`config.mk`:
```
export PLATFORM = sky130hd
export DESIGN_NAME = mrs_top
export DESIGN_NICKNAME = d
export VERILOG_FILES = /design/src/rtl/mrs_pkg.sv /design/src/rtl/mrs_periph_mem.sv /design/src/rtl/mrs_top.sv
export SDC_FILE = /design/constraint.sdc
export NUM_CORES = 1
export LEC_CHECK = 0
export ABC_AREA = 1
export BUFFER_PORTS_ARGS = -buffer_cell sky130_fd_sc_hd__buf_2
export CORE_MARGIN = 2
export CORE_UTILIZATION = 56
export CTS_CLUSTER_DIAMETER = 100
export DETAILED_ROUTE_END_ITERATION = 10
export PLACE_DENSITY_LB_ADDON = 0.3
export SLEW_MARGIN = 30
export SYNTH_ARGS = -nofsm -noshare
export SYNTH_HDL_FRONTEND = slang
export SYNTH_SLANG_ARGS = --single-unit
```
`constraint.sdc`:
```
create_clock -name aclk -period 3.5 [get_ports aclk]
set_clock_uncertainty 0.2 [all_clocks]
set_input_delay 0.175 -clock aclk [delete_from_list [all_inputs] [get_ports aclk]]
set_output_delay 0.175 -clock aclk [all_outputs]
set_load 0.005 [all_outputs]
```
`src/rtl/mrs_pkg.sv`:
```
// Shared constants and types for the reset and start-up sequencer
package mrs_pkg;

    // ------------------------------------------------------------
    // Clock and timing
    // ------------------------------------------------------------
    localparam int unsigned CLK_MHZ = 200;
    localparam int unsigned POR_PULSE_US = 50;
    // Cycles per power-on pulse, 50 us at the core clock
    localparam int unsigned POR_PULSE_CYC = POR_PULSE_US * CLK_MHZ;
    localparam int unsigned OSC_WAIT_CYC = 1866;
    localparam int unsigned WAIT_W = 11;
    // Counter load so the first run cycle lands exactly on the wait count
    localparam logic [WAIT_W-1:0] WAIT_LOAD = WAIT_W'(OSC_WAIT_CYC - 2);
    localparam int unsigned POR_W = 16;

    // ------------------------------------------------------------
    // Register map, byte addresses
    // ------------------------------------------------------------
    localparam logic [7:0] ADDR_CTRL = 8'h00;
    localparam logic [7:0] ADDR_STATUS = 8'h04;
    localparam logic [7:0] ADDR_WAIT = 8'h08;
    localparam logic [7:0] ADDR_PADDR = 8'h0c;
    localparam int unsigned CTRL_SWRST_BIT = 0;
    localparam logic [1:0] RESP_OKAY = 2'h0;
    localparam logic [1:0] RESP_SLVERR = 2'h2;

    // ------------------------------------------------------------
    // Core state loaded on reset
    // ------------------------------------------------------------
    typedef struct packed {
        logic [12:0] pc;
        logic [1:0] mem_bank;
        logic reg_bank;
        logic [2:0] sp;
        logic [2:0] int_en;
        logic timer_run;
        logic [7:0] timer_cnt;
        logic timer_flag;
        logic prescaler_select;
    } mrs_core_state_t;

    // All zero: divide-by-32 prescale, stack at location pair 8 and 9
    localparam mrs_core_state_t CORE_STATE_RST = '{
        pc: 13'h0000, mem_bank: 2'h0, reg_bank: 1'h0, sp: 3'h0,
        int_en: 3'h0, timer_run: 1'h0, timer_cnt: 8'h00,
        timer_flag: 1'h0, prescaler_select: 1'h0};
    localparam int unsigned PRESC_DIV_RST = 32;

    // ------------------------------------------------------------
    // Sequencer phases and peripheral operations
    // ------------------------------------------------------------
    typedef enum logic [3:0] {
        PH_RESET = 4'b0001,
        PH_WAIT = 4'b0010,
        PH_RUN = 4'b0100,
        PH_STOP = 4'b1000
    } mrs_phase_t;

    typedef enum logic [1:0] {
        POP_MOVW = 2'h0,
        POP_MOVR = 2'h1,
        POP_AND = 2'h2,
        POP_OR = 2'h3
    } mrs_pop_t;

    typedef struct packed {
        logic valid;
        mrs_pop_t op;
        logic [7:0] data;
    } mrs_preq_t;

endpackage : mrs_pkg

```
`src/rtl/mrs_periph_mem.sv`:
```
// Peripheral register file with per-register access types
`timescale 1ns/1ps
module mrs_periph_mem
    import mrs_pkg::*;
#(
    parameter int unsigned N = 8,
    parameter logic [N-1:0] WR_MASK = '1,
    parameter logic [N-1:0] RD_MASK = '1
) (
    // Clock and reset
    input wire logic aclk,
    input wire logic aresetn,
    // Request
    input wire logic req_valid,
    input wire mrs_pop_t req_op,
    input wire logic [$clog2(N)-1:0] req_idx,
    input wire logic [7:0] req_data,
    // Answer
    output logic [7:0] rdata_q,
    output logic rvalid_q
);

    logic [7:0] mem_q [N];
    logic [7:0] mem_d [N];
    logic [7:0] rdata_d;
    logic rvalid_d;

    // Write-only reads as zero; and/or act on the stored value
    always_comb begin
        mem_d = mem_q;
        rdata_d = rdata_q;
        rvalid_d = 1'b0;
        if (req_valid) begin
            unique case (req_op)
                POP_MOVR: begin
                    rvalid_d = 1'b1;
                    rdata_d = RD_MASK[req_idx] ? mem_q[req_idx] : 8'h00;
                end
                POP_MOVW: begin
                    if (WR_MASK[req_idx]) mem_d[req_idx] = req_data;
                end
                POP_AND: begin
                    if (WR_MASK[req_idx]) begin
                        mem_d[req_idx] = mem_q[req_idx] & req_data;
                    end
                end
                POP_OR: begin
                    if (WR_MASK[req_idx]) begin
                        mem_d[req_idx] = mem_q[req_idx] | req_data;
                    end
                end
            endcase
        end
    end

    // Storage and registered read port
    always_ff @(posedge aclk) begin
        if (!aresetn) begin
            for (int i = 0; i < N; i++) mem_q[i] <= 8'h00;
            rdata_q <= 8'h00;
            rvalid_q <= 1'b0;
        end else begin
            mem_q <= mem_d;
            rdata_q <= rdata_d;
            rvalid_q <= rvalid_d;
        end
    end

endmodule : mrs_periph_mem

```
`src/rtl/mrs_top.sv`:
```
// Reset merge, start-up wait and reset-state loader for the core
//
// The implementer's own choices: the register offsets and the AXI4-Lite interface to the registers.
`timescale 1ns/1ps
// What this block does
// - First instruction runs exactly 1866 cycles after internal reset falls.
// - Supply rising past the threshold makes a 50 us internal reset pulse.
// - Oscillator is inhibited while supply is low and after stop.
// - Reset clears program counter, banks and stack pointer to zero.
// - Reset disables interrupts, stops and clears timer and its flag.
// - Reset sets prescaler select to zero, dividing by 32.
// - Reset loads each port flip-flop from a per-line build option.
// - Reset cancels idle and stop modes.
// - Peripheral registers are reached through a peripheral address register.
// - A build option removes the power-on circuit; only the pin and the software reset bit then reset.
// - Idle with no enabled interrupt ends only by internal reset: pin, power-on or software reset.
module mrs_top
    import mrs_pkg::*;
#(
    parameter int unsigned POR_CYCLES = POR_PULSE_CYC,
    parameter bit POR_PRESENT = 1'b1,
    parameter logic [19:0] PORT_SET_MASK = 20'hfffff,
    parameter int unsigned NPREG = 8
) (
    // Clock and reset
    input wire logic aclk,
    input wire logic aresetn,
    // Register bus, AXI4-Lite slave
    input wire logic awvalid,
    output logic awready,
    input wire logic [7:0] awaddr,
    input wire logic [2:0] awprot,
    input wire logic wvalid,
    output logic wready,
    input wire logic [31:0] wdata,
    input wire logic [3:0] wstrb,
    output logic bvalid,
    input wire logic bready,
    output logic [1:0] bresp,
    input wire logic arvalid,
    output logic arready,
    input wire logic [7:0] araddr,
    input wire logic [2:0] arprot,
    output logic rvalid,
    input wire logic rready,
    output logic [31:0] rdata,
    output logic [1:0] rresp,
    // Supply and pins
    input wire logic supply_ok,
    input wire logic rst_pin,
    input wire logic wake_pin,
    // Core side
    input wire logic stop_exec,
    input wire logic idle_exec,
    input wire logic [2:0] irq_pending,
    input wire logic state_we,
    input wire mrs_core_state_t state_in,
    input wire logic port_we,
    input wire logic [19:0] port_in,
    input wire logic pa_we,
    input wire logic [7:0] pa_data,
    input wire mrs_preq_t preq,
    // Sequencer outputs
    output logic core_reset_q,
    output logic core_run_q,
    output logic idle_q,
    output logic stop_q,
    output logic osc_enable_q,
    output mrs_core_state_t core_state_q,
    output logic [19:0] port_ff_q,
    output logic [7:0] prd_data_q,
    output logic prd_valid_q
);

    localparam int unsigned PIDX_W = $clog2(NPREG);

    // ------------------------------------------------------------
    // Reset merge
    // ------------------------------------------------------------
    logic pin_s1_q, pin_s2_q, supply_q, por_active_q, int_rst_q, sw_rst_q;
    logic pin_s1_d, pin_s2_d, supply_d, por_active_d, int_rst_d;
    logic [POR_W-1:0] por_cnt_q, por_cnt_d;

    // Power-on pulse on supply rise; pin through two flops
    always_comb begin
        pin_s1_d = rst_pin;
        pin_s2_d = pin_s1_q;
        supply_d = supply_ok;
        por_cnt_d = (por_cnt_q != '0) ? por_cnt_q - 1'b1 : por_cnt_q;
        if (POR_PRESENT && supply_ok && !supply_q) begin
            por_cnt_d = POR_W'(POR_CYCLES);
        end
        // Low supply also holds reset; absent circuit never fires
        por_active_d = POR_PRESENT && (!supply_ok || por_cnt_d != '0);
        int_rst_d = por_active_q | pin_s2_q | sw_rst_q;
    end

    always_ff @(posedge aclk) begin
        if (!aresetn) begin
            pin_s1_q <= 1'b0;
            pin_s2_q <= 1'b0;
            supply_q <= 1'b0;
            por_cnt_q <= '0;
            por_active_q <= 1'b1;
            int_rst_q <= 1'b1;
        end else begin
            pin_s1_q <= pin_s1_d;
            pin_s2_q <= pin_s2_d;
            supply_q <= supply_d;
            por_cnt_q <= por_cnt_d;
            por_active_q <= por_active_d;
            int_rst_q <= int_rst_d;
        end
    end

    // ------------------------------------------------------------
    // Phase sequencer and low-power modes
    // ------------------------------------------------------------
    mrs_phase_t phase_q, phase_d;
    logic [WAIT_W-1:0] wait_q, wait_d;
    logic idle_d, run_d, osc_d;
    logic irq_wake;

    // The aclk keeps running; osc_enable_q tells the analog part to stop
    always_comb begin
        phase_d = phase_q;
        wait_d = wait_q;
        idle_d = idle_q;
        irq_wake = |(irq_pending & core_state_q.int_en);
        unique case (phase_q)
            PH_RESET: begin
                if (!int_rst_q) begin
                    phase_d = PH_WAIT;
                    wait_d = WAIT_LOAD;
                end
            end
            PH_WAIT: begin
                if (wait_q == '0) phase_d = PH_RUN;
                else wait_d = wait_q - 1'b1;
            end
            PH_RUN: begin
                if (idle_q && irq_wake) idle_d = 1'b0;
                else if (idle_exec) idle_d = 1'b1;
                // A high wake pin blocks entry into stop
                if (stop_exec && !wake_pin && !idle_q) phase_d = PH_STOP;
            end
            PH_STOP: begin
                if (wake_pin) begin
                    phase_d = PH_WAIT;
                    wait_d = WAIT_LOAD;
                end
            end
            default: phase_d = PH_RESET;
        endcase
        if (int_rst_q) begin
            phase_d = PH_RESET;
            idle_d = 1'b0;
        end
        run_d = (phase_d == PH_RUN);
        osc_d = supply_ok && (phase_d != PH_STOP);
    end

    always_ff @(posedge aclk) begin
        if (!aresetn) begin
            phase_q <= PH_RESET;
            wait_q <= '0;
            idle_q <= 1'b0;
            stop_q <= 1'b0;
            core_run_q <= 1'b0;
            osc_enable_q <= 1'b0;
            core_reset_q <= 1'b1;
        end else begin
            phase_q <= phase_d;
            wait_q <= wait_d;
            idle_q <= idle_d;
            stop_q <= (phase_d == PH_STOP);
            core_run_q <= run_d;
            osc_enable_q <= osc_d;
            core_reset_q <= int_rst_d;
        end
    end

    // ------------------------------------------------------------
    // Core state, ports and peripheral address
    // ------------------------------------------------------------
    mrs_core_state_t state_d;
    logic [19:0] port_d;
    logic [7:0] paddr_q, paddr_d;

    // Held at reset values for as long as internal reset stands
    always_comb begin
        state_d = state_we ? state_in : core_state_q;
        port_d = port_we ? port_in : port_ff_q;
        paddr_d = pa_we ? pa_data : paddr_q;
        if (int_rst_q) begin
            state_d = CORE_STATE_RST;
            port_d = PORT_SET_MASK;
            paddr_d = 8'h00;
        end
    end

    always_ff @(posedge aclk) begin
        if (!aresetn) begin
            core_state_q <= CORE_STATE_RST;
            port_ff_q <= PORT_SET_MASK;
            paddr_q <= 8'h00;
        end else begin
            core_state_q <= state_d;
            port_ff_q <= port_d;
            paddr_q <= paddr_d;
        end
    end

    // Unmapped peripheral addresses are silently dropped
    mrs_periph_mem #(
        .N(NPREG)
    ) u_pmem (
        .aclk(aclk),
        .aresetn(aresetn),
        .req_valid(preq.valid && paddr_q < 8'(NPREG)),
        .req_op(preq.op),
        .req_idx(paddr_q[PIDX_W-1:0]),
        .req_data(preq.data),
        .rdata_q(prd_data_q),
        .rvalid_q(prd_valid_q)
    );

    // ------------------------------------------------------------
    // AXI4-Lite slave
    // ------------------------------------------------------------
    logic awready_d, wready_d, bvalid_d, arready_d, rvalid_d, sw_rst_d;
    logic [1:0] bresp_d, rresp_d;
    logic [31:0] rdata_d, wdat_q, wdat_d;
    logic [7:0] waddr_q, waddr_d;
    logic wstb_q, wstb_d;
    logic aw_got, w_got;

    // Address and data in either order; answer one cycle after both
    always_comb begin
        awready_d = awready;
        wready_d = wready;
        bvalid_d = bvalid;
        bresp_d = bresp;
        arready_d = arready;
        rvalid_d = rvalid;
        rresp_d = rresp;
        rdata_d = rdata;
        waddr_d = waddr_q;
        wdat_d = wdat_q;
        wstb_d = wstb_q;
        sw_rst_d = sw_rst_q;
        if (awvalid && awready) begin
            awready_d = 1'b0;
            waddr_d = awaddr;
        end
        if (wvalid && wready) begin
            wready_d = 1'b0;
            wdat_d = wdata;
            wstb_d = wstrb[0];
        end
        aw_got = !awready_d;
        w_got = !wready_d;
        if (aw_got && w_got && !bvalid) begin
            bvalid_d = 1'b1;
            bresp_d = RESP_OKAY;
            // Software reset is a held level, not a pulse
            if (waddr_d == ADDR_CTRL) begin
                if (wstb_d) sw_rst_d = wdat_d[CTRL_SWRST_BIT];
            end else if (waddr_d != ADDR_STATUS && waddr_d != ADDR_WAIT
                         && waddr_d != ADDR_PADDR) begin
                bresp_d = RESP_SLVERR;
            end
        end
        if (bvalid && bready) begin
            bvalid_d = 1'b0;
            awready_d = 1'b1;
            wready_d = 1'b1;
        end
        if (arvalid && arready) begin
            arready_d = 1'b0;
            rvalid_d = 1'b1;
            rresp_d = RESP_OKAY;
            rdata_d = 32'h0000_0000;
            unique case (araddr)
                ADDR_CTRL: rdata_d[CTRL_SWRST_BIT] = sw_rst_q;
                ADDR_STATUS: rdata_d[6:0] = {pin_s2_q, por_active_q,
                    osc_enable_q, stop_q, idle_q, core_run_q, core_reset_q};
                ADDR_WAIT: rdata_d[WAIT_W-1:0] = wait_q;
                ADDR_PADDR: rdata_d[7:0] = paddr_q;
                default: rresp_d = RESP_SLVERR;
            endcase
        end
        if (rvalid && rready) begin
            rvalid_d = 1'b0;
            arready_d = 1'b1;
        end
    end

    always_ff @(posedge aclk) begin
        if (!aresetn) begin
            awready <= 1'b1;
            wready <= 1'b1;
            bvalid <= 1'b0;
            bresp <= RESP_OKAY;
            arready <= 1'b1;
            rvalid <= 1'b0;
            rresp <= RESP_OKAY;
            rdata <= 32'h0000_0000;
            waddr_q <= 8'h00;
            wdat_q <= 32'h0000_0000;
            wstb_q <= 1'b0;
            sw_rst_q <= 1'b0;
        end else begin
            awready <= awready_d;
            wready <= wready_d;
            bvalid <= bvalid_d;
            bresp <= bresp_d;
            arready <= arready_d;
            rvalid <= rvalid_d;
            rresp <= rresp_d;
            rdata <= rdata_d;
            waddr_q <= waddr_d;
            wdat_q <= wdat_d;
            wstb_q <= wstb_d;
            sw_rst_q <= sw_rst_d;
        end
    end

    // ------------------------------------------------------------
    // Checks
    // ------------------------------------------------------------
    localparam int WAIT_SPAN = OSC_WAIT_CYC - 1;
    logic [WAIT_W:0] wait_h;
    logic [POR_W:0] por_h;
    always_ff @(posedge aclk) begin
        if (!aresetn) begin
            wait_h <= '0;
            por_h <= '0;
        end else begin
            wait_h <= (phase_q == PH_WAIT) ? wait_h + 1'b1 : '0;
            por_h <= por_active_q ? por_h + 1'b1 : '0;
        end
    end

    property p_wait_exact;
        @(posedge aclk) disable iff (!aresetn)
        $rose(core_run_q) |-> wait_h == (WAIT_W+1)'(WAIT_SPAN);
    endproperty
    a_wait_exact: assert property (p_wait_exact)
        else $error("run did not start 1866 cycles after wait began");

    property p_fall_to_wait;
        @(posedge aclk) disable iff (!aresetn)
        $fell(core_reset_q) |-> ##1 phase_q == PH_WAIT ##1 !core_run_q;
    endproperty
    a_fall_to_wait: assert property (p_fall_to_wait)
        else $error("start-up wait not entered after reset fell");

    property p_por_len;
        @(posedge aclk) disable iff (!aresetn)
        $fell(por_active_q) |-> por_h >= (POR_W+1)'(POR_CYCLES);
    endproperty
    a_por_len: assert property (p_por_len)
        else $error("power-on pulse shorter than its count");

    property p_por_none;
        @(posedge aclk) disable iff (!aresetn)
        !POR_PRESENT && !rst_pin [*3] ##1 !sw_rst_q [*2] |=> !core_reset_q;
    endproperty
    a_por_none: assert property (p_por_none)
        else $error("reset without pin when power-on circuit absent");

    property p_osc;
        @(posedge aclk) disable iff (!aresetn)
        !supply_ok || (phase_q == PH_RUN && stop_exec && !wake_pin
                       && !idle_q && !int_rst_q) |=> !osc_enable_q;
    endproperty
    a_osc: assert property (p_osc)
        else $error("oscillator enabled during low supply or stop");

    property p_state_rst;
        @(posedge aclk) disable iff (!aresetn)
        core_reset_q ##1 core_reset_q |=> core_state_q == CORE_STATE_RST
            && port_ff_q == PORT_SET_MASK;
    endproperty
    a_state_rst: assert property (p_state_rst)
        else $error("core state or ports not at reset values");

    property p_modes_cancel;
        @(posedge aclk) disable iff (!aresetn)
        core_reset_q |=> !idle_q && !stop_q && !core_run_q;
    endproperty
    a_modes_cancel: assert property (p_modes_cancel)
        else $error("low-power mode survived reset");

    property p_idle_hold;
        @(posedge aclk) disable iff (!aresetn)
        idle_q && !irq_wake && !int_rst_q |=> idle_q;
    endproperty
    a_idle_hold: assert property (p_idle_hold)
        else $error("idle left without enabled interrupt or reset");

    property p_pin_sync;
        @(posedge aclk) disable iff (!aresetn)
        rst_pin |-> ##3 core_reset_q;
    endproperty
    a_pin_sync: assert property (p_pin_sync)
        else $error("reset pin not reflected three cycles later");

    property p_periph_rd;
        @(posedge aclk) disable iff (!aresetn)
        preq.valid && preq.op == POP_MOVR && paddr_q < 8'(NPREG)
            |=> prd_valid_q;
    endproperty
    a_periph_rd: assert property (p_periph_rd)
        else $error("peripheral read gave no answer");

endmodule : mrs_top
```
Word level (Yosys, flattened, before mapping)

Memories as Yosys holds them, arrays and structs flattened. A register that Yosys moved wholly into a read port is not among the register bits.
Cells that the tools add are included.

$add $sub $neg: 2
Magnitude comparators: 4
Equal/unequal tests: 22
Multiplexer cells: 42
Bitwise operators: 7
Reduce and logical (&&, ||, !) cells: 44

Operator list:

| kind                  | number |
|---|---|
| $bwmux 64             | 3 |
| $mux 64               | 3 |
| $pmux 64 s3           | 1 |
| $mux 8                | 5 |
| $mux 11               | 3 |
| $pmux 11 s3           | 1 |
| $mux 16               | 2 |
| $reduce_bool 16->1    | 2 |
| $bmux 8 s3            | 1 |
| $demux 8 s3           | 1 |
| $pmux 6 s3            | 1 |
| $eq 8x4->1 const B    | 2 |
| $logic_and 1x1->1     | 16 |
| $logic_not 8->1       | 2 |
| $mux 4                | 4 |
| $ne 8x4->1 const B    | 2 |
| $pmux 4 s4            | 1 |
| $sub 16x1->16 const B | 1 |
| $logic_not 11->1      | 1 |
| $sub 11x1->11 const B | 1 |
| $mux 3                | 3 |
| $and 8x8->8           | 1 |
| $eq 4x3->1 const B    | 2 |
| $eq 4x4->1 const B    | 2 |
| other kinds (34)      | 60 |

Flip-flop bits (word level): 205
Bits in read-only memories: 8
Input port bits: 148
Logic and storage cells: 167
Memories kept: 1

Memories:

| name            | words | width | read ports | clocked after memory_dff | wr ports | RTL line             | source |
|---|---|---|---|---|---|---|---|
| (no name shown) | 8     | 1     | 1          | 1                        | 0        | mrs_periph_mem.sv:37 | `rdata_d = RD_MASK[req_idx] ? mem_q[req_idx] : 8'h00;` |

Longest topological paths before layout

Gate-level depths: netlist of run 1.

Word-level depth: 8
Gate-level depth with buffers: 12

By module

A second synthesis of run 1 with hierarchy kept.

Cell total of the unflattened synthesis: 1745
Area total of the unflattened synthesis: 11210.8 µm²

Modules (own cells, without submodules):

| module         | times used | cells each | area each (µm²) | seq. area each (µm²) |
|---|---|---|---|---|
| mrs_top        | 1          | 802        | 5836.8          | 2602.5 |
| mrs_periph_mem | 1          | 943        | 5373.9          | 1461.4 |

Worst setup path after synthesis of run 1

No wires, ideal clock.

Path kind: register to register
From: reg paddr_q[0]
To: reg with a tool-made name
Library setup time: 117 ps
Arrival time: 1509 ps
Slack: 1673 ps
Cell stages (with the launch flop): 13
Path buffers: 3
Cell sequence: dfxtp_1 -> buf_4 -> inv_2 -> buf_6 -> buf_6 -> o211ai_1 -> nand2_1 -> nor2_2 -> nand2_2 -> o21ai_0 -> nand2_1 -> nor2_1 -> nor2_1

RTL lines:

| element                  | RTL line       | source |
|---|---|---|
| start: declaration       | mrs_top.sv:188 | `logic [7:0] paddr_q, paddr_d;` |
| start signal: assignment | mrs_top.sv:210 | `paddr_q <= paddr_d;` |

==> results.py, run 1 <==
metrics = {
    "layout": {
        "nNetsFinal": 2051,
        "area_growth_pct": 28.15,
        "fin_util": 0.7366,
        "fillerInstances": 1370,
        "layout-drive-gt1-share": 0.1534,
        "multi_input_area_sq_um": 5374,
        "seq_area_sq_um": 4065,
        "diodes": 0,
    },
    "floorplanning": {
        "die_h_microns": 140.5,
        "die_area_sq_um": 19730,
        "dieWidth_microns": 140.5,
        "initial_utilization": 0.5748,
        "core-area_sq_um": 18150,
        "ios": 256,
        "rows": 49,
    },
    "logic_synthesis": {
        "synth_area_leaders": "dfxtp_1 (39%), nand2_1 (14%), nor2_1 (9.5%), o21ai_0 (6.6%), inv_1 (5.7%)",
        "synth.distinct_cells": 37,
        "avgSynthCellArea_sq_um": 6.447,
        "yosysMostFrequentCell": "nand2_1",
        "ys_ff_latch": 203,
        "synth_top_area_cell": "dfxtp_1",
        "synth_common_cells": "nand2_1 (384), nor2_1 (265), dfxtp_1 (203), inv_1 (158), o21ai_0 (137)",
        "yosysWarnings": 0,
        "async_flop_share": 0,
        "synth_ff_type": "dfxtp_1",
        "syn_inst": 1618,
        "synth_top_area_share": 0.3896,
        "synth_seq_area_share": 0.3896,
        "netlist_area_sq_um": 10430,
        "synth_enable_flop_cells": 0,
    },
    "worst_hold_path": {
        "min_path_type": "in -> reg",
    },
    "timing": {
        "period_share": 0.7785,
        "worst_slack_ns": 0.7753,
        "setup_tns_ns": 0,
        "setup_viol": 0,
        "fin_crit_ns": 2.725,
        "fmax_mhz": 367.0,
        "slew_headroom": 0.4323,
        "drv_slew": 0,
        "rsz0062_at_grt": "no",
        "finalHoldViolCount": 0,
        "worstMarginPinSlew_ns": 0.8446,
    },
    "route": {
        "dr.pass1.iters": 6,
        "wirelength_microns": 35750,
        "wl_per_cell_microns": 16.67,
        "drt_iter0_drc": 1365,
        "vias": 12030,
        "drc": 0,
        "routed_via_density": 5.607,
        "ant_nets": 0,
    },
    "worst_setup_path": {
        "r2r-start": "paddr_q[0]$_SDFFE_PP0P_",
        "cp-startpoint": "paddr_q[0]$_SDFFE_PP0P_",
        "path_cells": "buf_4 > nand2_1 > o211ai_1 > o21ai_1 > nor2_1 > nand2_2 > o21ai_0 > nand2_1 > nor2_1 > nor2_1",
        "required_ns": 3.70,
        "r2r_setup_slack_ns": 0.78,
        "cp.depth": 10,
        "crit_fanout": 30,
        "crit_buf_inv": 1,
        "worst_path_max_delay_cell": "dfxtp_2",
        "worstSetupPathType": "reg -> reg",
        "crit_family": "simple AND/OR/NAND/NOR gates",
        "crit_path_end_kind": "flip-flop",
        "cp.arrival_ns": 2.92,
        "crit_top_cell": "nor2_1",
        "r2r_cells": 10,
        "max_stage_delay_ns": 0.64,
        "critPathLaunchType": "flip-flop",
    },
    "place": {
        "place_ws_ns": 0.8436,
        "gp_congestion": 0.9400,
        "dp_hpwl_microns": 20710,
        "numPortBuffers": 192,
    },
    "clock_tree": {
        "clk_latency_ns": 0.50,
        "cts_hold_buf": 126,
        "postCtsSetupBuffers": 0,
        "cts_resized": 0,
        "htree_num_levels": 1,
        "clockBufferDepth": 3,
        "cts_tree": "built",
        "cts.sinks": 203,
        "cts_buffers": 23,
        "root_buffer": "clkbuf_16",
        "path_clk_slew_ns": 0.06,
    },
    "job": {
        "drv_cap": 0,
    },
    "global_route": {
        "grt_use_total": 0.3486,
        "grt_first_pass_wirelength_microns": 56140,
        "antenna_found_initial": 0,
        "overflow": 0,
        "grt_pass1_vias": 11210,
        "grt_max_degree": 91,
    },
    "power": {
        "power_frac_comb": 0.160,
        "swShare": 0.2767,
        "power_frac_clock": 0.414,
        "max-vdd-ir-drop_mv": 0.3574,
        "p_seq_frac": 0.427,
        "p_int_uw": 4101,
        "net-switching-power_uw": 1569,
        "total_power_uw": 5671,
        "p_per_area_nw_per_um2": 424.2,
        "leakage_uw": 0.006327,
    },
    "run_status": {
        "status": "finished, final reports clean",
    },
}
[placed cells by master, fill, tap and decap left out, types with 2 or more instances in the layout]
master,instances
nand2_1,384
buf_2,192
clkbuf_1,4
inv_1,156
xor2_1,4
mux2i_1,6
dlygate4sd3_1,126
nand3_1,98
o211ai_1,28
nand4_1,13
nor2_4,6
a31oi_1,2
conb_1,23
clkbuf_8,5
ha_1,3
o21ai_0,137
nor2_2,29
nand3b_1,6
nand2_2,7
inv_2,10
buf_4,6
nor2_1,262
clkinv_2,7
nor3_1,10
o21ai_1,28
o21a_1,4
xnor2_1,4
a21oi_1,118
clkbuf_16,23
dfxtp_1,202
[metrics by stage]
| step | area (sq um) | instances | hold WS [ns] |
|---|---|---|---|
| floorplan | 10510 | 1640 | 0.07263 |
| global placement | 11360 | 1978 | 0.1615 |
| detailed placement | 11360 | 1978 | 0.1694 |
| CTS | 13360 | 2145 | 0.00001327 |
| global route | 13370 | 2145 | 0.05108 |
| finish | 13370 | 2145 | 0.03859 |
[cells by family (layout without fill, tap and decap cells)]
| group | after synthesis | in the layout | synth area share |
|---|---|---|---|
| AOI/OAI and AO/OA | 320 | 320 | 0.1623 |
| DFF | 203 | 203 | 0.3896 |
| other | 1 | 23 | 0.0003595 |
| xor gates and xnor gates | 8 | 8 | 0.006716 |
| adders and majority gates | 3 | 3 | 0.003599 |
| muxes | 6 | 6 | 0.005758 |
| buffers and inverters | 257 | 533 | 0.1039 |
| and+or+nand+nor | 820 | 820 | 0.3278 |
[routing by layer]
metal  global-route usage  wire length (microns)
met1               0.4393                  13960
met2               0.5815                  16800
met3              0.07111                   3454
met4               0.1516                   1531
met5                    0                      0
[worst reg2reg max path: stages (launching register included)]
cell      delay, ns
dfxtp_2        0.64
buf_4          0.41
nand2_1        0.10
o211ai_1       0.13
o21ai_1        0.15
nor2_1         0.33
nand2_2        0.21
o21ai_0        0.22
nand2_1        0.09
nor2_1         0.10
nor2_1         0.04
[cell type report]
type	instances	area share
Timing Repair Buffer	325	0.1704
Clock inverter	9	0.005709
Tap cell	229	0.02143
Inverter	167	0.04699
Multi-Input combinational cell	1180	0.4020
Clock buffer	32	0.04933
Sequential cell	203	0.3041
[power groups by stage]
| stage | registers (uW) | clock network (uW) | logic, uW |
|---|---|---|---|
| after floorplan | 2460 | 0 | 550 |
| after global placement | 2460 | 0 | 731 |
| after detailed placement | 2470 | 0 | 747 |
| after CTS | 2420 | 2350 | 857 |
| after global routing | 2430 | 2450 | 1000 |
| final | 2420 | 2350 | 904 |
[worst min-delay path by stage]
stage,from,endpoint,slack (ns),cells after the start
global route,preq[2],flip-flop,0.05,5
global placement,rst_pin,pin_s1_q$_SDFF_PN0_,0.16,3
detailed placement,rst_pin,pin_s1_q$_SDFF_PN0_,0.17,3
floorplan,rst_pin,pin_s1_q$_SDFF_PN0_,0.07,2
CTS,state_we,core_state_q[31]$_SDFFE_PP0P_,0.00001,4
finish,state_we,core_state_q[19]$_SDFFE_PP0P_,0.04,4
Power figures use the tool's default switching activity.
==> run 2: changes to the inputs <==
--- a/config.mk
+++ b/config.mk
@@ -8,7 +8,7 @@
 export ABC_AREA = 1
 export BUFFER_PORTS_ARGS = -buffer_cell sky130_fd_sc_hd__buf_2
 export CORE_MARGIN = 2
-export CORE_UTILIZATION = 56
+export CORE_UTILIZATION = 54
 export CTS_CLUSTER_DIAMETER = 100
 export DETAILED_ROUTE_END_ITERATION = 10
 export PLACE_DENSITY_LB_ADDON = 0.3
==> constraint.sdc (replaced) <==
create_clock -name aclk -period 2.6 [get_ports aclk]
set_clock_uncertainty 0.2 [all_clocks]
set_input_delay 0.13 -clock aclk [delete_from_list [all_inputs] [get_ports aclk]]
set_output_delay 0.13 -clock aclk [all_outputs]
set_load 0.005 [all_outputs]
==> run 2 against run 1 <==
Effect of this change:
- the run now ends with negative hold slack left
- register-to-register slack got worse by 0.72 ns
- maximum frequency increased by 7.0%
- sequential power increased by 35%
- die area increased by 3.6%
- via count increased by 6.9%
- clock power increased by 51%
- first-iteration DRC count increased by 27%
==> results.py, run 2 (synthesis results as in run 1) <==
metrics = {
    "route": {
        "wirelength_microns": 40280,
        "dr.pass1.iters": 6,
        "drt_iter0_drc": 1740,
        "ant_nets": 0,
        "wl_per_cell_microns": 17.94,
        "routed_via_density": 5.727,
        "vias": 12860,
        "drc": 0,
    },
    "worst_setup_path": {
        "crit_path_end_kind": "flip-flop",
        "cp.arrival_ns": 2.79,
        "r2r_cells": 7,
        "r2r-start": "idle_q$_SDFFE_PP0P_",
        "crit_fanout": 4,
        "r2r_end": "phase_q[3]$_SDFF_PN0_",
        "required_ns": 2.85,
        "worstSetupPathType": "reg -> reg",
        "r2r_setup_slack_ns": 0.05,
        "critPathLaunchType": "flip-flop",
    },
    "clock_tree": {
        "path_clk_slew_ns": 0.07,
        "clockBufferDepth": 3,
        "cts_tree": "built",
        "root_buffer": "clkbuf_16",
        "cts_buffers": 22,
        "clk_latency_ns": 0.53,
        "cts.sinks": 203,
        "htree_num_levels": 1,
    },
    "timing": {
        "fin_crit_ns": 2.547,
        "setup_viol": 0,
        "fin_hold_ws_ns": -0.02097,
        "slew_headroom": 0.4902,
        "worstMarginPinSlew_ns": 0.7648,
        "fmax_mhz": 392.6,
        "worst_slack_ns": 0.05297,
        "period_share": 0.9796,
        "finalHoldViolCount": 7,
        "drv_slew": 0,
    },
    "global_route": {
        "antenna_found_initial": 1,
        "grt_first_pass_wirelength_microns": 62330,
        "overflow": 0,
        "grt_pass1_vias": 12250,
        "grt_max_degree": 65,
        "grt_use_total": 0.3826,
    },
    "floorplanning": {
        "core-area_sq_um": 18830,
        "rows": 50,
        "ios": 256,
        "die_area_sq_um": 20440,
        "initial_utilization": 0.5540,
        "die_h_microns": 143.0,
        "dieWidth_microns": 143.0,
    },
    "place": {
        "place_ws_ns": 0.3835,
        "dp_cells": 2028,
        "gp_congestion": 0.9667,
        "dp_hpwl_microns": 21410,
        "numPortBuffers": 192,
    },
    "power": {
        "p_per_area_nw_per_um2": 579.1,
        "leakage_uw": 0.006606,
        "max-vdd-ir-drop_mv": 0.4492,
    },
    "layout": {
        "fin_cells": 2245,
        "fillerInstances": 1299,
        "layout_common_cells": "nand2_1 (383), nor2_1 (264), dfxtp_1 (202)",
        "layout-drive-gt1-share": 0.1580,
        "nNetsFinal": 2116,
        "final_common_cell": "nand2_1",
        "area_growth_pct": 35.30,
    },
    "worst_hold_path": {
        "hp-start": "state_we",
        "min_to": "core_state_q[4]$_SDFFE_PP0P_",
        "min_path_type": "in -> reg",
        "min_path_cells": 4,
    },
    "job": {
        "drv_cap": 0,
    },
    "run_status": {
        "violations": "negative hold slack",
        "status": "finished, violations left",
    },
}
-- run 2: cell types whose count changed in the layout (fill, tap and decap cells not counted), moves of 2 or more --
cell / delta
bufinv_16: +4
inv_2: -2
clkbuf_1: -3
nor2_1: +2
nor2_2: -2
diode_2: +4
clkbuf_8: -2
dlygate4sd3_1: +47
buf_4: +18
-- run 2: per-layer routing --
layer,up-vias,GRT usage,wire (microns)
met1,5810,0.4661,14820
li1,5836,-,-
met4,0,0.2288,2785
met2,947,0.6288,18490
met3,265,0.07176,4181
met5,-,0,0
-- run 2: metrics by stage --
step / TNS, ns / instance area, sq um / util / power [uW]
after floorplan: 0 / 10510 / - / 4050
final: 0 / 14110 / 0.7495 / 8174
after global placement: 0 / 11560 / 0.6137 / 4317
after detailed placement: 0 / 11560 / 0.6137 / 4342
after global routing: -0.009105 / 14110 / 0.7491 / 8419
after CTS: 0 / 14090 / 0.7485 / 7959
-- run 2: final cells by class --
type                            instances  area (sq um)  share of cell area
Inverter                              167         630.6             0.04468
Timing Repair Buffer                  391          2904              0.2058
Clock inverter                         14         211.5             0.01498
Clock buffer                           26         595.6             0.04220
Tap cell                              260         325.3             0.02305
Multi-Input combinational cell       1180          5371              0.3806
Antenna cell                            4         10.01           0.0007092
Sequential cell                       203          4065              0.2880
-- run 2: worst max-delay path by stage --
stage	startpoint	cells after the start	slack [ns]	to
3_3_place_gp	por_cnt_q[4]$_SDFF_PN0_	8	0.40	por_active_q$_SDFF_PN1_
2_1_floorplan	paddr_q[0]$_SDFFE_PP0P_	12	0.77	flip-flop
6_report	idle_q$_SDFFE_PP0P_	7	0.05	phase_q[3]$_SDFF_PN0_
3_5_place_dp	paddr_q[2]$_SDFFE_PP0P_	9	0.38	flip-flop
5_1_grt	idle_q$_SDFFE_PP0P_	7	-0.009	phase_q[3]$_SDFF_PN0_
4_1_cts	aresetn	9	0.11	paddr_q[1]$_SDFFE_PP0P_
-- run 2: critical path, cell delays in order (launching register included) --
cell and delay, ns:
dfxtp_1 0.35, inv_1 0.20, nand3_1 0.09, dlygate4sd3_1 0.58, o21ai_0 0.19, dlygate4sd3_1 0.61
nand2_1 0.10, nor2_1 0.14
-- run 2: power breakdown --
| part | internal, uW | switching [uW] |
|---|---|---|
| clock network | 2140 | 1420 |
| registers | 3190 | 67.0 |
| logic | 514 | 842 |
| total | 5850 | 2320 |
-- run 2: timing repair --
action	CTS	global route
hold endpoints to repair	113	0
setup endpoints to repair	0	4
setup buffers	0	0
hold buffers	173	0
gates resized for setup	0	4
